[src/rtl/psc_pkg.sv]
/*
 * Constants, field layout and carrier types of the PHY-specific control fields.
 * Assumes a station management front end that has already decoded the register address.
 */
package psc_pkg;

   // --------------------------------------------------------------
   // Field positions in the 16-bit register
   // --------------------------------------------------------------
   localparam int unsigned REG_W         = 16;
   localparam int unsigned SCR_BYP_BIT   = 11;
   localparam int unsigned LB_DEPTH_LSB  = 8;
   localparam int unsigned LB_DEPTH_MSB  = 9;
   localparam int unsigned FD_COL_BIT    = 4;
   localparam int unsigned INTERRUPT_POLARITY_BIT   = 3;
   localparam int unsigned TEST_INT_BIT  = 2;
   localparam int unsigned INT_EN_BIT    = 1;
   localparam int unsigned INT_OE_BIT    = 0;

   // --------------------------------------------------------------
   // Reset values
   // --------------------------------------------------------------
   localparam logic       SCR_BYP_RST  = 1'h0;
   localparam logic [1:0] LB_DEPTH_RST = 2'h1;
   localparam logic       FD_COL_RST   = 1'h0;
   localparam logic       INTERRUPT_POLARITY_RST  = 1'h1;
   localparam logic       TEST_INT_RST = 1'h0;
   localparam logic       INT_EN_RST   = 1'h0;
   localparam logic       INT_OE_RST   = 1'h0;

   // --------------------------------------------------------------
   // Loopback elastic buffer
   // --------------------------------------------------------------
   localparam int unsigned NIB_W      = 4;
   localparam int unsigned LB_MAX_NIB = 8;
   localparam int unsigned LB_PTR_W   = 3;
   localparam int unsigned LB_CNT_W   = 4;
   localparam logic [1:0]  LB_CODE_4  = 2'h0;
   localparam logic [1:0]  LB_CODE_5  = 2'h1;
   localparam logic [1:0]  LB_CODE_6  = 2'h2;
   localparam logic [3:0]  LB_NIB_4   = 4'h4;
   localparam logic [3:0]  LB_NIB_5   = 4'h5;
   localparam logic [3:0]  LB_NIB_6   = 4'h6;
   localparam logic [3:0]  LB_NIB_8   = 4'h8;

   typedef struct packed {
      logic       scr_bypass;
      logic [1:0] lb_depth;
      logic       full_duplex_collision_enable;
      logic       interrupt_polarity;
      logic       test_int;
      logic       int_en;
      logic       int_oe;
   } psc_ctrl_t;

   localparam psc_ctrl_t CTRL_RST = '{SCR_BYP_RST, LB_DEPTH_RST, FD_COL_RST,
                                      INTERRUPT_POLARITY_RST, TEST_INT_RST, INT_EN_RST, INT_OE_RST};

   typedef struct packed {
      logic       valid;
      logic [3:0] data;
   } psc_nib_t;

   typedef enum logic [0:0] {
      LB_FILL = 1'b0,
      LB_RUN  = 1'b1
   } psc_lb_state_t;

   function automatic logic [3:0] psc_depth_nib(input logic [1:0] code);
      logic [3:0] n;
      n = LB_NIB_8;
      if (code == LB_CODE_4) n = LB_NIB_4;
      else if (code == LB_CODE_5) n = LB_NIB_5;
      else if (code == LB_CODE_6) n = LB_NIB_6;
      return n;
   endfunction : psc_depth_nib

endpackage : psc_pkg

[src/rtl/psc_elastic_fifo.sv]
/*
 * Far-end loopback elastic buffer: nibbles from the receive side, drained on transmit ticks.
 * Assumes receive strobes and transmit ticks are already on clk_in.
 */
`timescale 1ns/1ps
`default_nettype none

module psc_elastic_fifo
   import psc_pkg::*;
(
   input  wire logic       clk_in,
   input  wire logic       sys_rst_in,
   input  wire logic [3:0] depth_nib_in,
   input  wire psc_nib_t   rx_in,
   input  wire logic       tx_tick_in,
   output psc_nib_t        tx_out,
   output logic            overflow_out,
   output logic            underflow_out
);

   logic [NIB_W-1:0]    mem_q [LB_MAX_NIB];
   logic [LB_PTR_W-1:0] wr_ptr_q;
   logic [LB_PTR_W-1:0] rd_ptr_q;
   logic [LB_CNT_W-1:0] cnt_q;
   psc_lb_state_t       state_q;
   logic                do_wr;
   logic                do_rd;

   // Full buffer drops the new nibble rather than corrupting old ones
   assign do_wr = rx_in.valid && (cnt_q != LB_CNT_W'(LB_MAX_NIB));
   assign do_rd = tx_tick_in && (state_q == LB_RUN) && (cnt_q != '0);

   // --------------------------------------------------------------
   // Storage and pointers
   // --------------------------------------------------------------
   always_ff @(posedge clk_in) begin
      if (do_wr) begin
         mem_q[wr_ptr_q] <= rx_in.data; // RL3
      end
   end

   always_ff @(posedge clk_in) begin
      if (sys_rst_in) begin
         wr_ptr_q <= '0;
         rd_ptr_q <= '0;
         cnt_q    <= '0;
      end else begin
         if (do_wr) wr_ptr_q <= wr_ptr_q + 1'h1;
         if (do_rd) rd_ptr_q <= rd_ptr_q + 1'h1;
         cnt_q <= cnt_q + LB_CNT_W'(do_wr) - LB_CNT_W'(do_rd);
      end
   end

   // --------------------------------------------------------------
   // Preload then stream; a transmit tick on an empty buffer restarts the preload
   // --------------------------------------------------------------
   always_ff @(posedge clk_in) begin
      if (sys_rst_in) begin
         state_q <= LB_FILL;
      end else begin
         unique case (state_q)
            LB_FILL: if (cnt_q >= depth_nib_in) state_q <= LB_RUN; // RL2
            LB_RUN:  if (tx_tick_in && cnt_q == '0) state_q <= LB_FILL;
         endcase
      end
   end

   always_ff @(posedge clk_in) begin
      if (sys_rst_in) begin
         tx_out        <= '0;
         overflow_out  <= 1'h0;
         underflow_out <= 1'h0;
      end else begin
         tx_out.valid  <= do_rd;
         tx_out.data   <= do_rd ? mem_q[rd_ptr_q] : tx_out.data; // RL3
         overflow_out  <= rx_in.valid && !do_wr;
         underflow_out <= tx_tick_in && (state_q == LB_RUN) && (cnt_q == '0);
      end
   end
endmodule : psc_elastic_fifo

`default_nettype wire

[src/rtl/psc_phy_ctrl.sv]
/*
 * PHY-specific control fields: storage, readback and the logic the fields steer.
 * Assumes the management front end gives a one-cycle write strobe for this register,
 * and that duplex, collision, event and loopback inputs are already on clk_in.
 */
// Behaviour
// (RL1) A one in the scrambler bypass field skips the 100 Mb/s scrambler and descrambler; zero keeps them.
// (RL2) The two-bit loopback depth field picks 4, 5, 6 or 8 nibbles for codes 00, 01, 10 and 11.
// (RL3) The loopback elastic buffer takes receive nibbles and hands them out on transmit ticks.
// (RL4) After reset the loopback depth field reads 01, a five-nibble buffer.
// (RL5) Software picks the depth from packet size and clock accuracy so the buffer never runs over or dry.
// (RL6) A one in the full-duplex collision enable field lets collision show in full duplex; it resets to zero.
// (RL7) With that field at zero collision shows only in half duplex.
// (RL8) Interrupt polarity one, the reset value, idles the interrupt high and pulls it low when active; zero is the reverse.
// (RL9) A one in the test interrupt field forces the interrupt active; it resets to zero.
// (RL10) Event status keeps being recorded while a test interrupt is forced.
// (RL11) Bits 10 and 7 to 5 ignore writes and read as zero.
// (RL12) Event interrupts reach the output only while the interrupt enable bit is one.
// (RL13) The shared pin drives an interrupt only while interrupt output enable is one, else it is a power-down input.
`timescale 1ns/1ps
`default_nettype none

module psc_phy_ctrl
   import psc_pkg::*;
(
   input  wire logic             clk_in,
   input  wire logic             sys_rst_in,
   input  wire logic             reg_wr_in,
   input  wire logic [REG_W-1:0] reg_wdata_in,
   output logic      [REG_W-1:0] reg_rdata_out,
   output logic                  scrambler_bypass_out,
   input  wire logic             full_duplex_in,
   input  wire logic             collision_raw_in,
   output logic                  collision_out,
   input  wire logic             event_in,
   input  wire logic             event_clr_in,
   output logic                  event_status_out,
   input  wire logic             interrupt_powerdown_pin_in,
   output logic                  interrupt_powerdown_pin_out,
   output logic                  interrupt_powerdown_pin_oe_out,
   output logic                  powerdown_out,
   input  wire psc_nib_t         lb_rx_in,
   input  wire logic             lb_tx_tick_in,
   output psc_nib_t              lb_tx_out,
   output logic                  lb_overflow_out,
   output logic                  lb_underflow_out
);

   psc_ctrl_t ctrl_q;
   psc_ctrl_t ctrl_d;
   logic      event_q;
   logic      irq_active;
   logic      pin_meta_q;
   logic      pin_sync_q;

   // --------------------------------------------------------------
   // Control field storage
   // --------------------------------------------------------------
   always_comb begin
      ctrl_d = ctrl_q;
      if (reg_wr_in) begin
         ctrl_d.scr_bypass                   = reg_wdata_in[SCR_BYP_BIT];
         ctrl_d.lb_depth                     = reg_wdata_in[LB_DEPTH_MSB:LB_DEPTH_LSB];
         ctrl_d.full_duplex_collision_enable = reg_wdata_in[FD_COL_BIT];
         ctrl_d.interrupt_polarity           = reg_wdata_in[INTERRUPT_POLARITY_BIT];
         ctrl_d.test_int                     = reg_wdata_in[TEST_INT_BIT];
         ctrl_d.int_en                       = reg_wdata_in[INT_EN_BIT];
         ctrl_d.int_oe                       = reg_wdata_in[INT_OE_BIT];
      end
   end

   always_ff @(posedge clk_in) begin
      if (sys_rst_in) begin
         ctrl_q <= CTRL_RST; // RL4
      end else begin
         ctrl_q <= ctrl_d;
      end
   end

   // Readback is combinational so a read in the write's next cycle sees new data
   always_comb begin
      reg_rdata_out                             = '0; // RL11
      reg_rdata_out[SCR_BYP_BIT]                = ctrl_q.scr_bypass;
      reg_rdata_out[LB_DEPTH_MSB:LB_DEPTH_LSB]  = ctrl_q.lb_depth;
      reg_rdata_out[FD_COL_BIT]                 = ctrl_q.full_duplex_collision_enable;
      reg_rdata_out[INTERRUPT_POLARITY_BIT]                = ctrl_q.interrupt_polarity;
      reg_rdata_out[TEST_INT_BIT]               = ctrl_q.test_int;
      reg_rdata_out[INT_EN_BIT]                 = ctrl_q.int_en;
      reg_rdata_out[INT_OE_BIT]                 = ctrl_q.int_oe;
   end

   // --------------------------------------------------------------
   // Datapath steering
   // --------------------------------------------------------------
   always_ff @(posedge clk_in) begin
      if (sys_rst_in) begin
         scrambler_bypass_out <= 1'h0;
         collision_out        <= 1'h0;
      end else begin
         scrambler_bypass_out <= ctrl_q.scr_bypass; // RL1
         collision_out        <= collision_raw_in &&
                                 (!full_duplex_in || ctrl_q.full_duplex_collision_enable); // RL6 RL7
      end
   end

   // --------------------------------------------------------------
   // Event status and interrupt pin
   // --------------------------------------------------------------
   // Set beats clear so an event landing on the clear cycle survives
   always_ff @(posedge clk_in) begin
      if (sys_rst_in) begin
         event_q <= 1'h0;
      end else begin
         event_q <= event_in || (event_q && !event_clr_in); // RL10
      end
   end
   assign event_status_out = event_q;

   assign irq_active = ctrl_q.test_int || (ctrl_q.int_en && event_q); // RL9 RL12

   always_ff @(posedge clk_in) begin
      if (sys_rst_in) begin
         interrupt_powerdown_pin_out    <= INTERRUPT_POLARITY_RST;
         interrupt_powerdown_pin_oe_out <= 1'h0;
      end else begin
         interrupt_powerdown_pin_out    <= ctrl_q.interrupt_polarity ? !irq_active : irq_active; // RL8
         interrupt_powerdown_pin_oe_out <= ctrl_q.int_oe; // RL13
      end
   end

   // Pin is asynchronous; only the second stage is looked at
   always_ff @(posedge clk_in) begin
      if (sys_rst_in) begin
         pin_meta_q <= 1'h1;
         pin_sync_q <= 1'h1;
      end else begin
         pin_meta_q <= interrupt_powerdown_pin_in;
         pin_sync_q <= pin_meta_q;
      end
   end

   always_ff @(posedge clk_in) begin
      if (sys_rst_in) begin
         powerdown_out <= 1'h0;
      end else begin
         powerdown_out <= !ctrl_q.int_oe && !pin_sync_q; // RL13
      end
   end

   // --------------------------------------------------------------
   // Far-end loopback buffer
   // --------------------------------------------------------------
   // Depth is taken live; changing it mid-frame only moves the next preload point
   psc_elastic_fifo u_lb_fifo (
      .clk_in        (clk_in),
      .sys_rst_in    (sys_rst_in),
      .depth_nib_in  (psc_depth_nib(ctrl_q.lb_depth)), // RL2
      .rx_in         (lb_rx_in),
      .tx_tick_in    (lb_tx_tick_in),
      .tx_out        (lb_tx_out),
      .overflow_out  (lb_overflow_out),
      .underflow_out (lb_underflow_out)
   );
endmodule : psc_phy_ctrl

`default_nettype wire

[config.mk]
export PLATFORM = sky130hd
export DESIGN_NAME = psc_phy_ctrl
export DESIGN_NICKNAME = d
export VERILOG_FILES = /design/src/rtl/psc_pkg.sv /design/src/rtl/psc_elastic_fifo.sv /design/src/rtl/psc_phy_ctrl.sv
export SDC_FILE = /design/constraint.sdc
export NUM_CORES = 1
export LEC_CHECK = 0
export BUFFER_PORTS_ARGS = -buffer_cell sky130_fd_sc_hd__buf_2
export CORE_MARGIN = 4
export CORE_UTILIZATION = 40
export CTS_BUF_LIST = sky130_fd_sc_hd__clkbuf_4 sky130_fd_sc_hd__clkbuf_8
export DETAILED_ROUTE_END_ITERATION = 16
export PLACE_DENSITY = 0.63
export SLEW_MARGIN = 20
export SYNTH_ARGS = -nofsm -noshare
export SYNTH_HDL_FRONTEND = slang
export SYNTH_HIERARCHICAL = 1
export SYNTH_SLANG_ARGS = --single-unit
[constraint.sdc]
create_clock -name clk_in -period 2.9 [get_ports clk_in]
set_input_delay 0.145 -clock clk_in [delete_from_list [all_inputs] [get_ports clk_in]]
set_output_delay 0.145 -clock clk_in [all_outputs]
set_load 0.005 [all_outputs]
# Word level (Yosys, flattened, before mapping)

Memories as Yosys holds them, arrays and structs flattened. A register that Yosys moved wholly into a read port is not among the register bits.
Index checks and enable logic that the tools add are counted.

Register bits after elaboration: 30
Word-level logic and storage cells: 63
Bits in writable memories: 32
Output and inout bits: 29
Memories: 1

Memories:

| name            | depth | width | read ports | clocked after Yosys merged registers in | wr ports | RTL line               | RTL |
|---|---|---|---|---|---|---|---|
| u_lb_fifo.mem_q | 8     | 4     | 1          | 1                                       | 1        | psc_elastic_fifo.sv:21 | `logic [NIB_W-1:0] mem_q [LB_MAX_NIB];` |

Add/subtract/negate cells: 4
$lt $le $gt $ge: 1
Bitwise operators: 1
Equal/unequal tests: 3
Reductions and logical operators: 22
Mux-type cells: 9

Operator list:

| kind                                                                  | number |
|---|---|
| 4-bit two-way mux                                                     | 3 |
| 1-bit logical AND                                                     | 10 |
| 3-bit by 1-bit adder with 3-bit output, second input constant         | 2 |
| 1-bit logical NOT                                                     | 6 |
| 1-bit two-way mux                                                     | 5 |
| 4-bit by 1-bit adder with 4-bit output                                | 1 |
| 4-bit >= comparator                                                   | 1 |
| 4-bit logical NOT                                                     | 1 |
| 4-bit != test, second input constant                                  | 1 |
| 4-bit nonzero test                                                    | 1 |
| 4-bit by 1-bit subtractor with 4-bit output                           | 1 |
| 1-bit logical OR                                                      | 3 |
| 2-bit by 1-bit equality test with 1-bit output, second input constant | 1 |
| 2-bit equality test, second input constant                            | 1 |
| 2-bit logical NOT                                                     | 1 |
| 1-bit one-hot mux with 2 select lines                                 | 1 |
| 1-bit inverter                                                        | 1 |

# Depth between registers and ports, before layout

Gate-level depths: netlist (run 1).

Depth in word-level cells: 7
Mapped depth: 12

# Hierarchy

Netlist (run 1), hierarchy kept.

By module, submodules not included:

| module           | area each (µm²) | times used | cells each | seq. area each (µm²) |
|---|---|---|---|---|
| psc_elastic_fifo | 2144.6          | 1          | 148        | 1321.3 |
| psc_phy_ctrl     | 635.6           | 1          | 61         | 320.3 |

# Least setup slack after synthesis (run 1)

No wires, ideal clock.

Path type: register to register
From: register u_lb_fifo.cnt_q[2]
To: register u_lb_fifo.cnt_q[2]
Period minus slack after synthesis: 2.340 ns
Library setup time: 0.130 ns
Path buffers: 1
Data required time: 2.770 ns
Arrival: 2.210 ns
Stages on the path, launching flop included: 12
Slack: 0.560 ns
Cell sequence: dfxtp_1 -> inv_1 -> ha_1 -> or3b_4 -> nor2b_4 -> buf_6 -> ha_1 -> inv_1 -> ha_1 -> fa_1 -> xnor2_1 -> nor2_1

RTL lines:

| item                                        | RTL line               | RTL |
|---|---|---|
| start, declared                             | psc_elastic_fifo.sv:24 | `logic [LB_CNT_W-1:0] cnt_q;` |
| start signal, assigned                      | psc_elastic_fifo.sv:50 | `cnt_q <= cnt_q + LB_CNT_W'(do_wr) - LB_CNT_W'(do_rd);` |
| 4-bit nonzero test                          | psc_elastic_fifo.sv:31 | `assign do_rd = tx_tick_in && (state_q == LB_RUN) && (cnt_q != '0);` |
| 1-bit logical AND                           | psc_elastic_fifo.sv:31 |  |
| net u_lb_fifo.do_rd                         | psc_elastic_fifo.sv:27 | `logic do_rd;` |
| 4-bit by 1-bit subtractor with 4-bit output | psc_elastic_fifo.sv:50 |  |

The timed path passes the listed nets, and every way through them passes these cells.
A chain may end at the register's enable or synchronous reset.

# Worst setup path in the final report (run 1)

From: register u_lb_fifo.cnt_q[3]
To: register u_lb_fifo.cnt_q[1]

Longest elaborated chain between the ends: 4

RTL lines:

| item                                            | RTL line               | RTL |
|---|---|---|
| 4-bit != test                                   | psc_elastic_fifo.sv:30 | `assign do_wr = rx_in.valid && (cnt_q != LB_CNT_W'(LB_MAX_NIB));` |
| 1-bit logical AND                               | psc_elastic_fifo.sv:30 |  |
| 4-bit by 1-bit adder with 4-bit output          | psc_elastic_fifo.sv:50 |  |
| 4-bit by 1-bit subtractor with 4-bit output (*) | psc_elastic_fifo.sv:50 |  |

Mark *: on every way between the ends. The rest lies on a longest branch, timed or not.

==> metrics.cfg, run 1 <==
[cells_and_area]
layout-area-overhead-vs-synth_pct = 16.07
drive_above_1_share_pct = 30.12
layout_commonest_cell = buf_2
n_antenna_cell = 0
final_nets = 297
utilization_pct = 47.76
layout_common_cells = 42 x buf_2, 34 x dfxtp_1, 32 x edfxtp_1, 23 x nor2_1
finalNonFillerCells = 339

[global_routing]
track_usage_pct = 11.48
grt_max_degree = 36
grt_pass1_vias = 1491
grt_antenna_before_repair = 0
grt_pass1_wl_um = 7424
grt_remaining_overflow = 0

[placement]
dp_hpwl_um = 3144
routabilityCongestion = 0.7289
place_inst = 322
portBuffers = 42

[clock_tree]
cts_buffer_depth = 2
clock-root-buffer = clkbuf_8
clkTransAtPathRegs_ns = 0.07
cts_setup_buffers = 0
htree_levels = 3
clock_latency_ns = 0.33
clkSinkCount = 66
cts_inserted_buffers = 9
cts_tree = yes

[timing]
finalSetupViolations = 0
post-route-period-util_pct = 81.91
skew_ns = 0.007423
hold_viol_final = 0
worst-slew-pin-transition_ns = 0.6634
rsz0062_at_grt = false
fmax_mhz = 421.0
slew_headroom_pct = 55.43
drv_slew = 0
finalSetupTns_ns = 0
period_minus_slack_ns = 2.375
hold_ws_ns = 0.02527

[worst_setup_path]
critical_path.slowest_cell = fa_1
slowest_delay_ns = 0.41
cp-start-kind = flop
crit_type = flop to flop
critPathRequiredTime_ns = 3.10
crit_start = u_lb_fifo/cnt_q[3]
worstSetupEndpointType = flop
critPathMaxFanout = 12
crit_top_cell = ha_1
critical_path_arrival_ns = 2.58
cp.buffers_inverters = 2
crit_family = adder cells
r2r_start = u_lb_fifo/cnt_q[3]
worstPathCellList = inv_1, ha_1, or3b_4, nor2b_4, ha_1, inv_1, ha_1, fa_1, nor2b_1

[logic_synthesis]
synth.distinct_cells = 38
synth_cells = 209
yosysWarnings = 6
synth_flop_cell = dfxtp_1
avgSynthCellArea_sq_um = 13.30
synthesis.area_sq_um = 2780
netlist.area_leader.share_pct = 34.56
ys_seq_elements = 66
synth_edf_count = 32
yosysSeqAreaShare_pct = 59.05
yosys-top-cells-area = edfxtp_1 35%, dfxtp_1 24%, mux4_2 6.5%
yosysTopAreaCell = edfxtp_1
async_flop_share_pct = 0

[floorplanning]
dieArea_sq_um = 8348
die_w_um = 91.37
ios = 59
die_y_um = 91.37
rows = 30
start_util_pct = 41.15
core_area_sq_um = 6756

[routing]
finalWirelength_um = 4413
ant_nets = 0
drt-initial-drc-count = 91
dr_total_vias = 1591
via_per_inst = 4.693
first_pass_iters = 4
route.detailed.drc = 0
post_drt_wl_per_cell_um = 13.02

[power_and_ir_drop]
peakVddDrop_mv = 0.2176
finalPower_mw = 2.428
p_leak_nw = 1.284
power_density_nw_per_um2 = 752.6

[job]
drv_cap = 0

[hold_path]
min_from = reg_wdata_in[3]
min_path_type = primary input to flop

[status]
outcome = complete, no violations

[metrics by stage]
stage	instance area, sq um	setup WS [ns]
floorplan	2806	0.5601
global placement	2999	0.5374
detailed placement	2999	0.5049
CTS	3227	0.4835
global route	3227	0.3607
finish	3227	0.5246
[worst reg2reg max path: cells and delay by family (launching register included)]
kind	cells	cell delay, ns
buffers and inverters	2	0.11
adder cells (fa/ha/maj)	4	1.04
flip-flops	1	0.38
AND/OR/NAND/NOR	3	0.71
[registers in the layout, indices dropped and copies added (netlist names)]
| register | flops |
|---|---|
| collision_out | 1 |
| event_status_out | 1 |
| interrupt_powerdown_pin_oe_out | 1 |
| interrupt_powerdown_pin_out | 1 |
| pin_meta_q | 1 |
| pin_sync_q | 1 |
| powerdown_out | 1 |
| reg_rdata_out | 8 |
| scrambler_bypass_out | 1 |
| u_lb_fifo/cnt_q | 4 |
| u_lb_fifo/mem_q | 32 |
| u_lb_fifo/overflow_out | 1 |
| u_lb_fifo/rd_ptr_q | 3 |
| u_lb_fifo/state_q | 1 |
| u_lb_fifo/tx_out | 5 |
| u_lb_fifo/underflow_out | 1 |
| u_lb_fifo/wr_ptr_q | 3 |
[cell type report]
class,count,area (sq um)
fillers,610,3530
flip-flops and latches,66,1642
multi-input cells,123,1006
repair buffers,43,220.2
clock buffers,9,123.9
well taps,80,100.1
clock inverters,7,93.84
inverters,11,41.29
[cell families (layout without fill, tap and decap cells)]
| family | Yosys count | after routing | synth area share, % |
|---|---|---|---|
| AND/OR/NAND/NOR | 63 | 63 | 12.42 |
| buffers and inverters | 27 | 70 | 5.715 |
| adder cells (fa/ha/maj) | 13 | 13 | 6.120 |
| AO/OA/AOI/OAI | 14 | 14 | 4.185 |
| other | 1 | 8 | 0.1349 |
| XOR/XNOR | 5 | 5 | 1.575 |
| flip-flops | 66 | 66 | 59.05 |
| multiplexers | 20 | 20 | 10.80 |
[cell usage after synthesis, types with 2 or more instances]
| cell | instances |
|---|---|
| a211o_1 | 2 |
| a211oi_2 | 4 |
| a21o_1 | 2 |
| a21oi_1 | 5 |
| and2b_2 | 2 |
| buf_4 | 9 |
| buf_6 | 3 |
| clkbuf_1 | 2 |
| dfxtp_1 | 34 |
| edfxtp_1 | 32 |
| ha_1 | 12 |
| inv_1 | 11 |
| mux2i_1 | 12 |
| mux4_2 | 8 |
| nand2_1 | 5 |
| nand2b_1 | 4 |
| nand3_1 | 3 |
| nor2_1 | 23 |
| nor2b_1 | 8 |
| nor3_1 | 5 |
| or2_2 | 3 |
| xnor2_1 | 4 |
[worst paths after layout]
check,cells past startpoint,to,slack (ns)
max,9,u_lb_fifo/cnt_q[1],0.52
min,2,reg_rdata_out[3],0.03
max reg2reg,9,u_lb_fifo/cnt_q[1],0.52
min reg2reg,1,powerdown_out,0.40
[layer usage]
metal / GRT usage [%] / vias up / part of all wire, %
li1: - / 806 / -
met1: 14.14 / 747 / 44
met2: 18.09 / 28 / 50
met3: 3.728 / 10 / 3.9
met4: 5.653 / 0 / 2.3
met5: 0 / - / 0
[report_power, final]
part           internal (mW)  switching [mW]
combinational          0.249           0.220
clock                  0.482           0.343
sequential              1.06          0.0694
total                   1.80           0.633
[repair_timing]
item                                    in CTS  in global routing
hold buffers                                 1                  0
resized for setup                            0                  0
endpoints found under the setup margin       0                  0
hold endpoints to repair                     1                  0
Power figures use the tool's default switching activity.
==> run 2, diff against run 1 <==
--- a/config.mk
+++ b/config.mk
@@ -10,7 +10,7 @@
 export CORE_UTILIZATION = 40
 export CTS_BUF_LIST = sky130_fd_sc_hd__clkbuf_4 sky130_fd_sc_hd__clkbuf_8
 export DETAILED_ROUTE_END_ITERATION = 16
-export PLACE_DENSITY = 0.63
+export PLACE_DENSITY = 0.65
 export SLEW_MARGIN = 20
 export SYNTH_ARGS = -nofsm -noshare
 export SYNTH_HDL_FRONTEND = slang
==> constraint.sdc (replaced) <==
create_clock -name clk_in -period 2.1 [get_ports clk_in]
set_input_delay 0.105 -clock clk_in [delete_from_list [all_inputs] [get_ports clk_in]]
set_output_delay 0.105 -clock clk_in [all_outputs]
set_load 0.005 [all_outputs]
==> run 2 against run 1 <==
Effect of this change: critical path depth unchanged; register-to-register slack got worse by 0.58 ns; the flow now finishes with violations (negative setup slack); global-route usage rose by 0.72 points; utilization increased by 2.4 points; design area up 4.9%; routed wire length up 7.6%.
==> metrics.cfg, run 2 (same netlist as run 1, synthesis figures left out) <==
[status]
outcome = complete, but fails checks  ; was complete, no violations
violations = negative setup slack

[clock_tree]
clock_latency_ns = 0.33  ; about the same
clkSinkCount = 66  ; unchanged
clkTransAtPathRegs_ns = 0.07  ; about the same
cts_buffer_depth = 2  ; unchanged
clock-root-buffer = clkbuf_8  ; unchanged
htree_levels = 3  ; unchanged
cts_tree = yes  ; unchanged
cts_inserted_buffers = 9  ; unchanged

[timing]
slew_headroom_pct = 55.64  ; was 55.43%
setup_slack_ns = -0.05627  ; was 0.5246 ns
fmax_mhz = 463.8  ; was 421.0 MHz
period_minus_slack_ns = 2.156  ; was 2.375 ns
rsz0062_at_grt = true  ; was false
hold_viol_final = 0  ; unchanged
skew_ns = 0.005140  ; was 0.007423 ns
worst-slew-pin-transition_ns = 0.6654  ; was 0.6634 ns
drv_slew = 0  ; unchanged
post-route-period-util_pct = 102.7  ; was 81.91%
hold_ws_ns = 0.02073  ; was 0.02527 ns
finalSetupTns_ns = -0.08597  ; was 0 ns
finalSetupViolations = 2  ; was 0

[routing]
dr_total_vias = 1669  ; was 1591
route.detailed.drc = 0  ; unchanged
ant_nets = 0  ; unchanged
first_pass_iters = 6  ; was 4
post_drt_wl_per_cell_um = 13.34  ; was 13.02 um
finalWirelength_um = 4750  ; was 4413 um
via_per_inst = 4.688  ; was 4.693
drt-initial-drc-count = 84  ; was 91

[worst_setup_path]
critical_path.slowest_cell = fa_2  ; was fa_1
rrSetupSlack_ns = -0.06  ; was 0.52 ns
reg2reg_to = u_lb_fifo/cnt_q[1]  ; unchanged
crit_type = flop to flop  ; unchanged
r2r_cells = 9  ; unchanged
critical_path_arrival_ns = 2.42  ; was 2.58 ns
crit_top_cell = ha_4  ; was ha_1
critPathRequiredTime_ns = 2.36  ; was 3.10 ns
crit_start = u_lb_fifo/cnt_q[2]  ; was u_lb_fifo/cnt_q[3]
slowest_delay_ns = 0.51  ; was 0.41 ns
r2r_start = u_lb_fifo/cnt_q[2]  ; was u_lb_fifo/cnt_q[3]
cp.buffers_inverters = 2  ; unchanged
crit_family = adder cells  ; unchanged
cp-start-kind = flop  ; unchanged
critPathMaxFanout = 3  ; was 12
worstSetupEndpointType = flop  ; unchanged
worstPathCellList = inv_2, ha_4, or3b_4, nor2b_4, ha_4, inv_2, ha_4, fa_2, nor2b_1  ; was inv_1, ha_1, or3b_4, nor2b_4, ha_1, inv_1, ha_1, fa_1, nor2b_1

[floorplanning]
rows = 30  ; unchanged
dieArea_sq_um = 8348  ; unchanged
die_w_um = 91.37  ; unchanged
die_y_um = 91.37  ; unchanged
ios = 59  ; unchanged
start_util_pct = 41.15  ; unchanged
core_area_sq_um = 6756  ; unchanged

[hold_path]
min_from = reg_wdata_in[9]  ; was reg_wdata_in[3]
holdPathEnd = reg_rdata_out[9]  ; was reg_rdata_out[3]
min_path_type = primary input to flop  ; unchanged
whs_path_depth = 3  ; was 2

[cells_and_area]
drive_above_1_share_pct = 38.04  ; was 30.12%
n_antenna_cell = 0  ; unchanged
layout-area-overhead-vs-synth_pct = 21.78  ; was 16.07%
final_nets = 314  ; was 297
top_register = u_lb_fifo/mem_q  ; unchanged
layout_common_cells = 42 x buf_2, 32 x dfxtp_1, 32 x edfxtp_1, 22 x nor2_1  ; was 42 x buf_2, 34 x dfxtp_1, 32 x edfxtp_1, 23 x nor2_1
layout_commonest_cell = buf_2  ; unchanged
largest_register_ffs = 32  ; unchanged
utilization_pct = 50.11  ; was 47.76%

[power_and_ir_drop]
peakVddDrop_mv = 0.3203  ; was 0.2176 mV
power_density_nw_per_um2 = 980.3  ; was 752.6 nW/um^2
p_leak_nw = 1.347  ; was 1.284 nW
finalPower_mw = 3.319  ; was 2.428 mW

[global_routing]
grt_max_degree = 36  ; unchanged
track_usage_pct = 12.20  ; was 11.48%
grt_pass1_vias = 1656  ; was 1491
grt_antenna_before_repair = 0  ; unchanged
grt_remaining_overflow = 0  ; unchanged
grt_pass1_wl_um = 7886  ; was 7424 um

[job]
drv_cap = 0  ; unchanged

[placement]
pre_cts_slack_ns = -0.07392  ; was 0.5049 ns
dp_hpwl_um = 3251  ; was 3144 um
routabilityCongestion = 0.7155  ; was 0.7289
portBuffers = 42  ; unchanged

[run 2: cell count changes in the layout (fill, tap and decap cells not counted), sizes merged]
cell / previous run / this run
clkinvlp: 1 / 2
clkinv: 4 / 5
dlygate4sd3: 1 / 6
buf: 42 / 54
bufinv: 2 / 0
[run 2: routing by layer]
layer	track usage (%)	vias to the layer above	part of all wire, %
li1	-	841	-
met1	15.09	795	46
met2	19.93	29	49
met3	4.143	4	3.4
met4	4.146	0	1.2
met5	0	-	0
[run 2: stage by stage]
stage / instances / instance area, sq um
5_1_grt: 356 / 3386
2_1_floorplan: 216 / 2829
3_5_place_dp: 333 / 3104
3_3_place_gp: 333 / 3104
6_report: 356 / 3386
4_1_cts: 356 / 3352
[run 2: timing repair]
action	in CTS	in global routing
setup buffers	1	0
pin swaps	1	3
hold buffers	6	0
hold endpoints to repair	6	0
gates resized for setup	2	10
endpoints found under the setup margin	3	7
[run 2: how the worst max path moves through the flow]
stage	to	cells past startpoint
after floorplan	u_lb_fifo/cnt_q[1]	10
after global placement	u_lb_fifo/cnt_q[1]	9
after detailed placement	u_lb_fifo/cnt_q[1]	9
after CTS	u_lb_fifo/cnt_q[1]	9
after global routing	u_lb_fifo/cnt_q[1]	9
final	u_lb_fifo/cnt_q[1]	9
[run 2: cell type report]
class / instances / area (sq um)
fillers: 581 / 3371
flip-flops and latches: 66 / 1644
well taps: 80 / 100.1
clock inverters: 7 / 46.29
repair buffers: 60 / 360.3
clock buffers: 9 / 123.9
inverters: 11 / 41.29
multi-input cells: 123 / 1070
[run 2: worst min-delay path, delay by kind of cell]
kind          cells  cell delay (ns)
buf+inv           1             0.07
mux               1             0.06
simple gates      1             0.07
[run 2: where the power goes]
part / internal (mW) / total, mW / switching (mW)
logic: 0.478 / 0.854 / 0.376
registers: 1.47 / 1.56 / 0.0841
clock network: 0.423 / 0.909 / 0.486
==> run 3, diff against run 2 <==
--- a/config.mk
+++ b/config.mk
@@ -5,7 +5,7 @@
 export SDC_FILE = /design/constraint.sdc
 export NUM_CORES = 1
 export LEC_CHECK = 0
-export BUFFER_PORTS_ARGS = -buffer_cell sky130_fd_sc_hd__buf_2
+export BUFFER_PORTS_ARGS = -buffer_cell sky130_fd_sc_hd__buf_4
 export CORE_MARGIN = 4
 export CORE_UTILIZATION = 40
 export CTS_BUF_LIST = sky130_fd_sc_hd__clkbuf_4 sky130_fd_sc_hd__clkbuf_8
==> run 3 against run 2 <==
Effect of this change: the flow still finishes with violations (negative setup slack); design area rose by 4.7%; critical path depth did not move; largest power group unchanged; sequential share of layout area fell by 2.2 points; setup slack improved by 0.015 ns; utilization rose by 2.4 points; total power rose by 5.6%; register-to-register slack improved by 0.02 ns; hold slack got worse by 0.013 ns; sequential power barely moved.
==> metrics.cfg, run 3 (same netlist as run 1, synthesis figures left out) <==
[worst_setup_path]
r2r_cells = 9  ; unchanged
critical_path_arrival_ns = 2.41  ; was 2.42 ns
worstSetupEndpointType = flop  ; unchanged
crit_start = u_lb_fifo/cnt_q[2]  ; unchanged
cp-start-kind = flop  ; unchanged
crit_type = flop to flop  ; unchanged
r2r_start = u_lb_fifo/cnt_q[2]  ; unchanged
critPathRequiredTime_ns = 2.37  ; was 2.36 ns
critPathMaxFanout = 3  ; unchanged

[routing]
drt-initial-drc-count = 58  ; was 84
route.detailed.drc = 0  ; unchanged
dr_total_vias = 1698  ; was 1669
finalWirelength_um = 4794  ; was 4750 um
post_drt_wl_per_cell_um = 13.35  ; was 13.34 um
first_pass_iters = 4  ; was 6
ant_nets = 0  ; unchanged
via_per_inst = 4.730  ; was 4.688

[power_and_ir_drop]
combPwrFrac_pct = 25.5  ; was 25.7%
netSwitchingPower_uw = 932.9  ; was 945.7 uW
switching_share_pct = 26.61  ; was 28.49%
p_int_mw = 2.573  ; was 2.373 mW
power_density_nw_per_um2 = 988.7  ; was 980.3 nW/um^2
clkPwrFrac_pct = 30.1  ; was 27.4%
pwr-share-seq_pct = 44.3  ; was 46.9%
finalPower_mw = 3.506  ; was 3.319 mW
peakVddDrop_mv = 0.3373  ; was 0.3203 mV
p_leak_nw = 1.408  ; was 1.347 nW

[clock_tree]
clkSinkCount = 66  ; unchanged
clkTransAtPathRegs_ns = 0.07  ; about the same
cts_tree = yes  ; unchanged
htree_levels = 3  ; unchanged
cts_inserted_buffers = 9  ; unchanged
clock_latency_ns = 0.33  ; about the same
cts_buffer_depth = 2  ; unchanged
clock-root-buffer = clkbuf_8  ; unchanged

[timing]
setup_slack_ns = -0.04099  ; was -0.05627 ns
hold_viol_final = 0  ; unchanged
finalSetupViolations = 2  ; unchanged
finalSetupTns_ns = -0.07351  ; was -0.08597 ns
fmax_mhz = 467.1  ; was 463.8 MHz
period_minus_slack_ns = 2.141  ; was 2.156 ns
skew_ns = 0.008798  ; was 0.005140 ns
drv_slew = 0  ; unchanged
rsz0062_at_grt = true  ; unchanged
hold_ws_ns = 0.007994  ; was 0.02073 ns
post-route-period-util_pct = 102.0  ; was 102.7%

[status]
outcome = complete, but fails checks  ; unchanged
violations = negative setup slack  ; unchanged

[global_routing]
grt_pass1_vias = 1668  ; was 1656
grt_remaining_overflow = 0  ; unchanged
grt_pass1_wl_um = 7962  ; was 7886 um
track_usage_pct = 12.29  ; was 12.20%
grt_max_degree = 36  ; unchanged
grt_antenna_before_repair = 0  ; unchanged

[floorplanning]
dieArea_sq_um = 8348  ; unchanged
die_w_um = 91.37  ; unchanged
die_y_um = 91.37  ; unchanged
ios = 59  ; unchanged
rows = 30  ; unchanged
start_util_pct = 41.15  ; unchanged
core_area_sq_um = 6756  ; unchanged

[hold_path]
min_from = event_in  ; was reg_wdata_in[9]
min_path_type = primary input to flop  ; unchanged
whs_path_depth = 3  ; unchanged

[cells_and_area]
top_register = u_lb_fifo/mem_q  ; unchanged
layout-area-overhead-vs-synth_pct = 27.54  ; was 21.78%
layout_common_cells = 54 x buf_4, 32 x dfxtp_1, 32 x edfxtp_1, 23 x nor2_1, 12 x mux2i_1  ; was 42 x buf_2, 32 x dfxtp_1, 32 x edfxtp_1, 22 x nor2_1
final_nets = 317  ; was 314
largest_register_ffs = 32  ; unchanged
n_antenna_cell = 0  ; unchanged
drive_above_1_share_pct = 37.28  ; was 38.04%
layout_commonest_cell = buf_4  ; was buf_2

[placement]
portBuffers = 42  ; unchanged
routabilityCongestion = 0.7143  ; was 0.7155
dp_hpwl_um = 3325  ; was 3251 um

[job]
drv_cap = 0  ; unchanged

run 3: cell types whose count changed in the layout (fill, tap and decap cells not counted), sizes merged:
| cell | previous run | this run |
|---|---|---|
| bufinv | 0 | 1 |
| clkbuf | 9 | 11 |
| clkinv | 5 | 2 |
| clkinvlp | 2 | 0 |
| dlygate4sd3 | 6 | 9 |
| inv | 11 | 13 |
run 3: path summary, 6_finish.rpt:
| kind | to | slack [ns] |
|---|---|---|
| setup reg to reg | u_lb_fifo/cnt_q[1] | -0.04 |
| hold reg to reg | powerdown_out | 0.39 |
| hold / removal | event_status_out | 0.008 |
| setup / recovery | u_lb_fifo/cnt_q[1] | -0.04 |
run 3: power groups by stage:
stage | sequential (mW) | clock [mW] | combinational, mW
2_1_floorplan | 1.56 | 0 | 0.570
3_3_place_gp | 1.58 | 0 | 0.797
3_5_place_dp | 1.58 | 0 | 0.812
4_1_cts | 1.56 | 1.10 | 0.898
5_1_grt | 1.57 | 1.15 | 1.00
6_report | 1.55 | 1.06 | 0.896
run 3: repair_timing:
item,CTS,global route
setup endpoints to repair,3,7
gates resized for setup,9,1
setup buffers,0,1
hold endpoints to repair,16,0
hold buffers,9,0
pin swaps,4,2
run 3: metrics by stage:
stage / area, sq um / worst slack (ns) / instances / util, %
detailed placement: 3209 / -0.05891 / 333 / 47.50
global placement: 3209 / -0.03679 / 333 / 47.50
global route: 3546 / -0.1211 / 359 / 52.48
CTS: 3533 / -0.07057 / 358 / 52.30
floorplan: 2829 / -0.1530 / 216 / -
finish: 3546 / -0.04099 / 359 / 52.48
run 3: area by class of cell:
class | count | area (sq um)
clock buffers | 11 | 145.1
clock inverters | 5 | 52.55
fillers | 616 | 3211
inverters | 11 | 41.29
multi-input cells | 123 | 1067
flip-flops and latches | 66 | 1644
well taps | 80 | 100.1
repair buffers | 63 | 495.5
run 3: per-layer routing:
metal / share of wire, % / routed length, um / up-vias / GRT usage [%]
met5: 0 / 0 / - / 0
met4: 1.8 / 86 / 0 / 7.161
met3: 3.7 / 176 / 8 / 2.900
li1: - / - / 848 / -
met1: 45 / 2148 / 812 / 15.17
met2: 50 / 2383 / 30 / 19.62
run 3: critical path: stages (launching register included):
cell and delay [ns]:
dfxtp_2 0.33, inv_2 0.07, ha_4 0.11, or3b_4 0.36, nor2b_4 0.15, ha_4 0.26, inv_2 0.04, ha_4 0.15
fa_2 0.50, nor2b_1 0.11
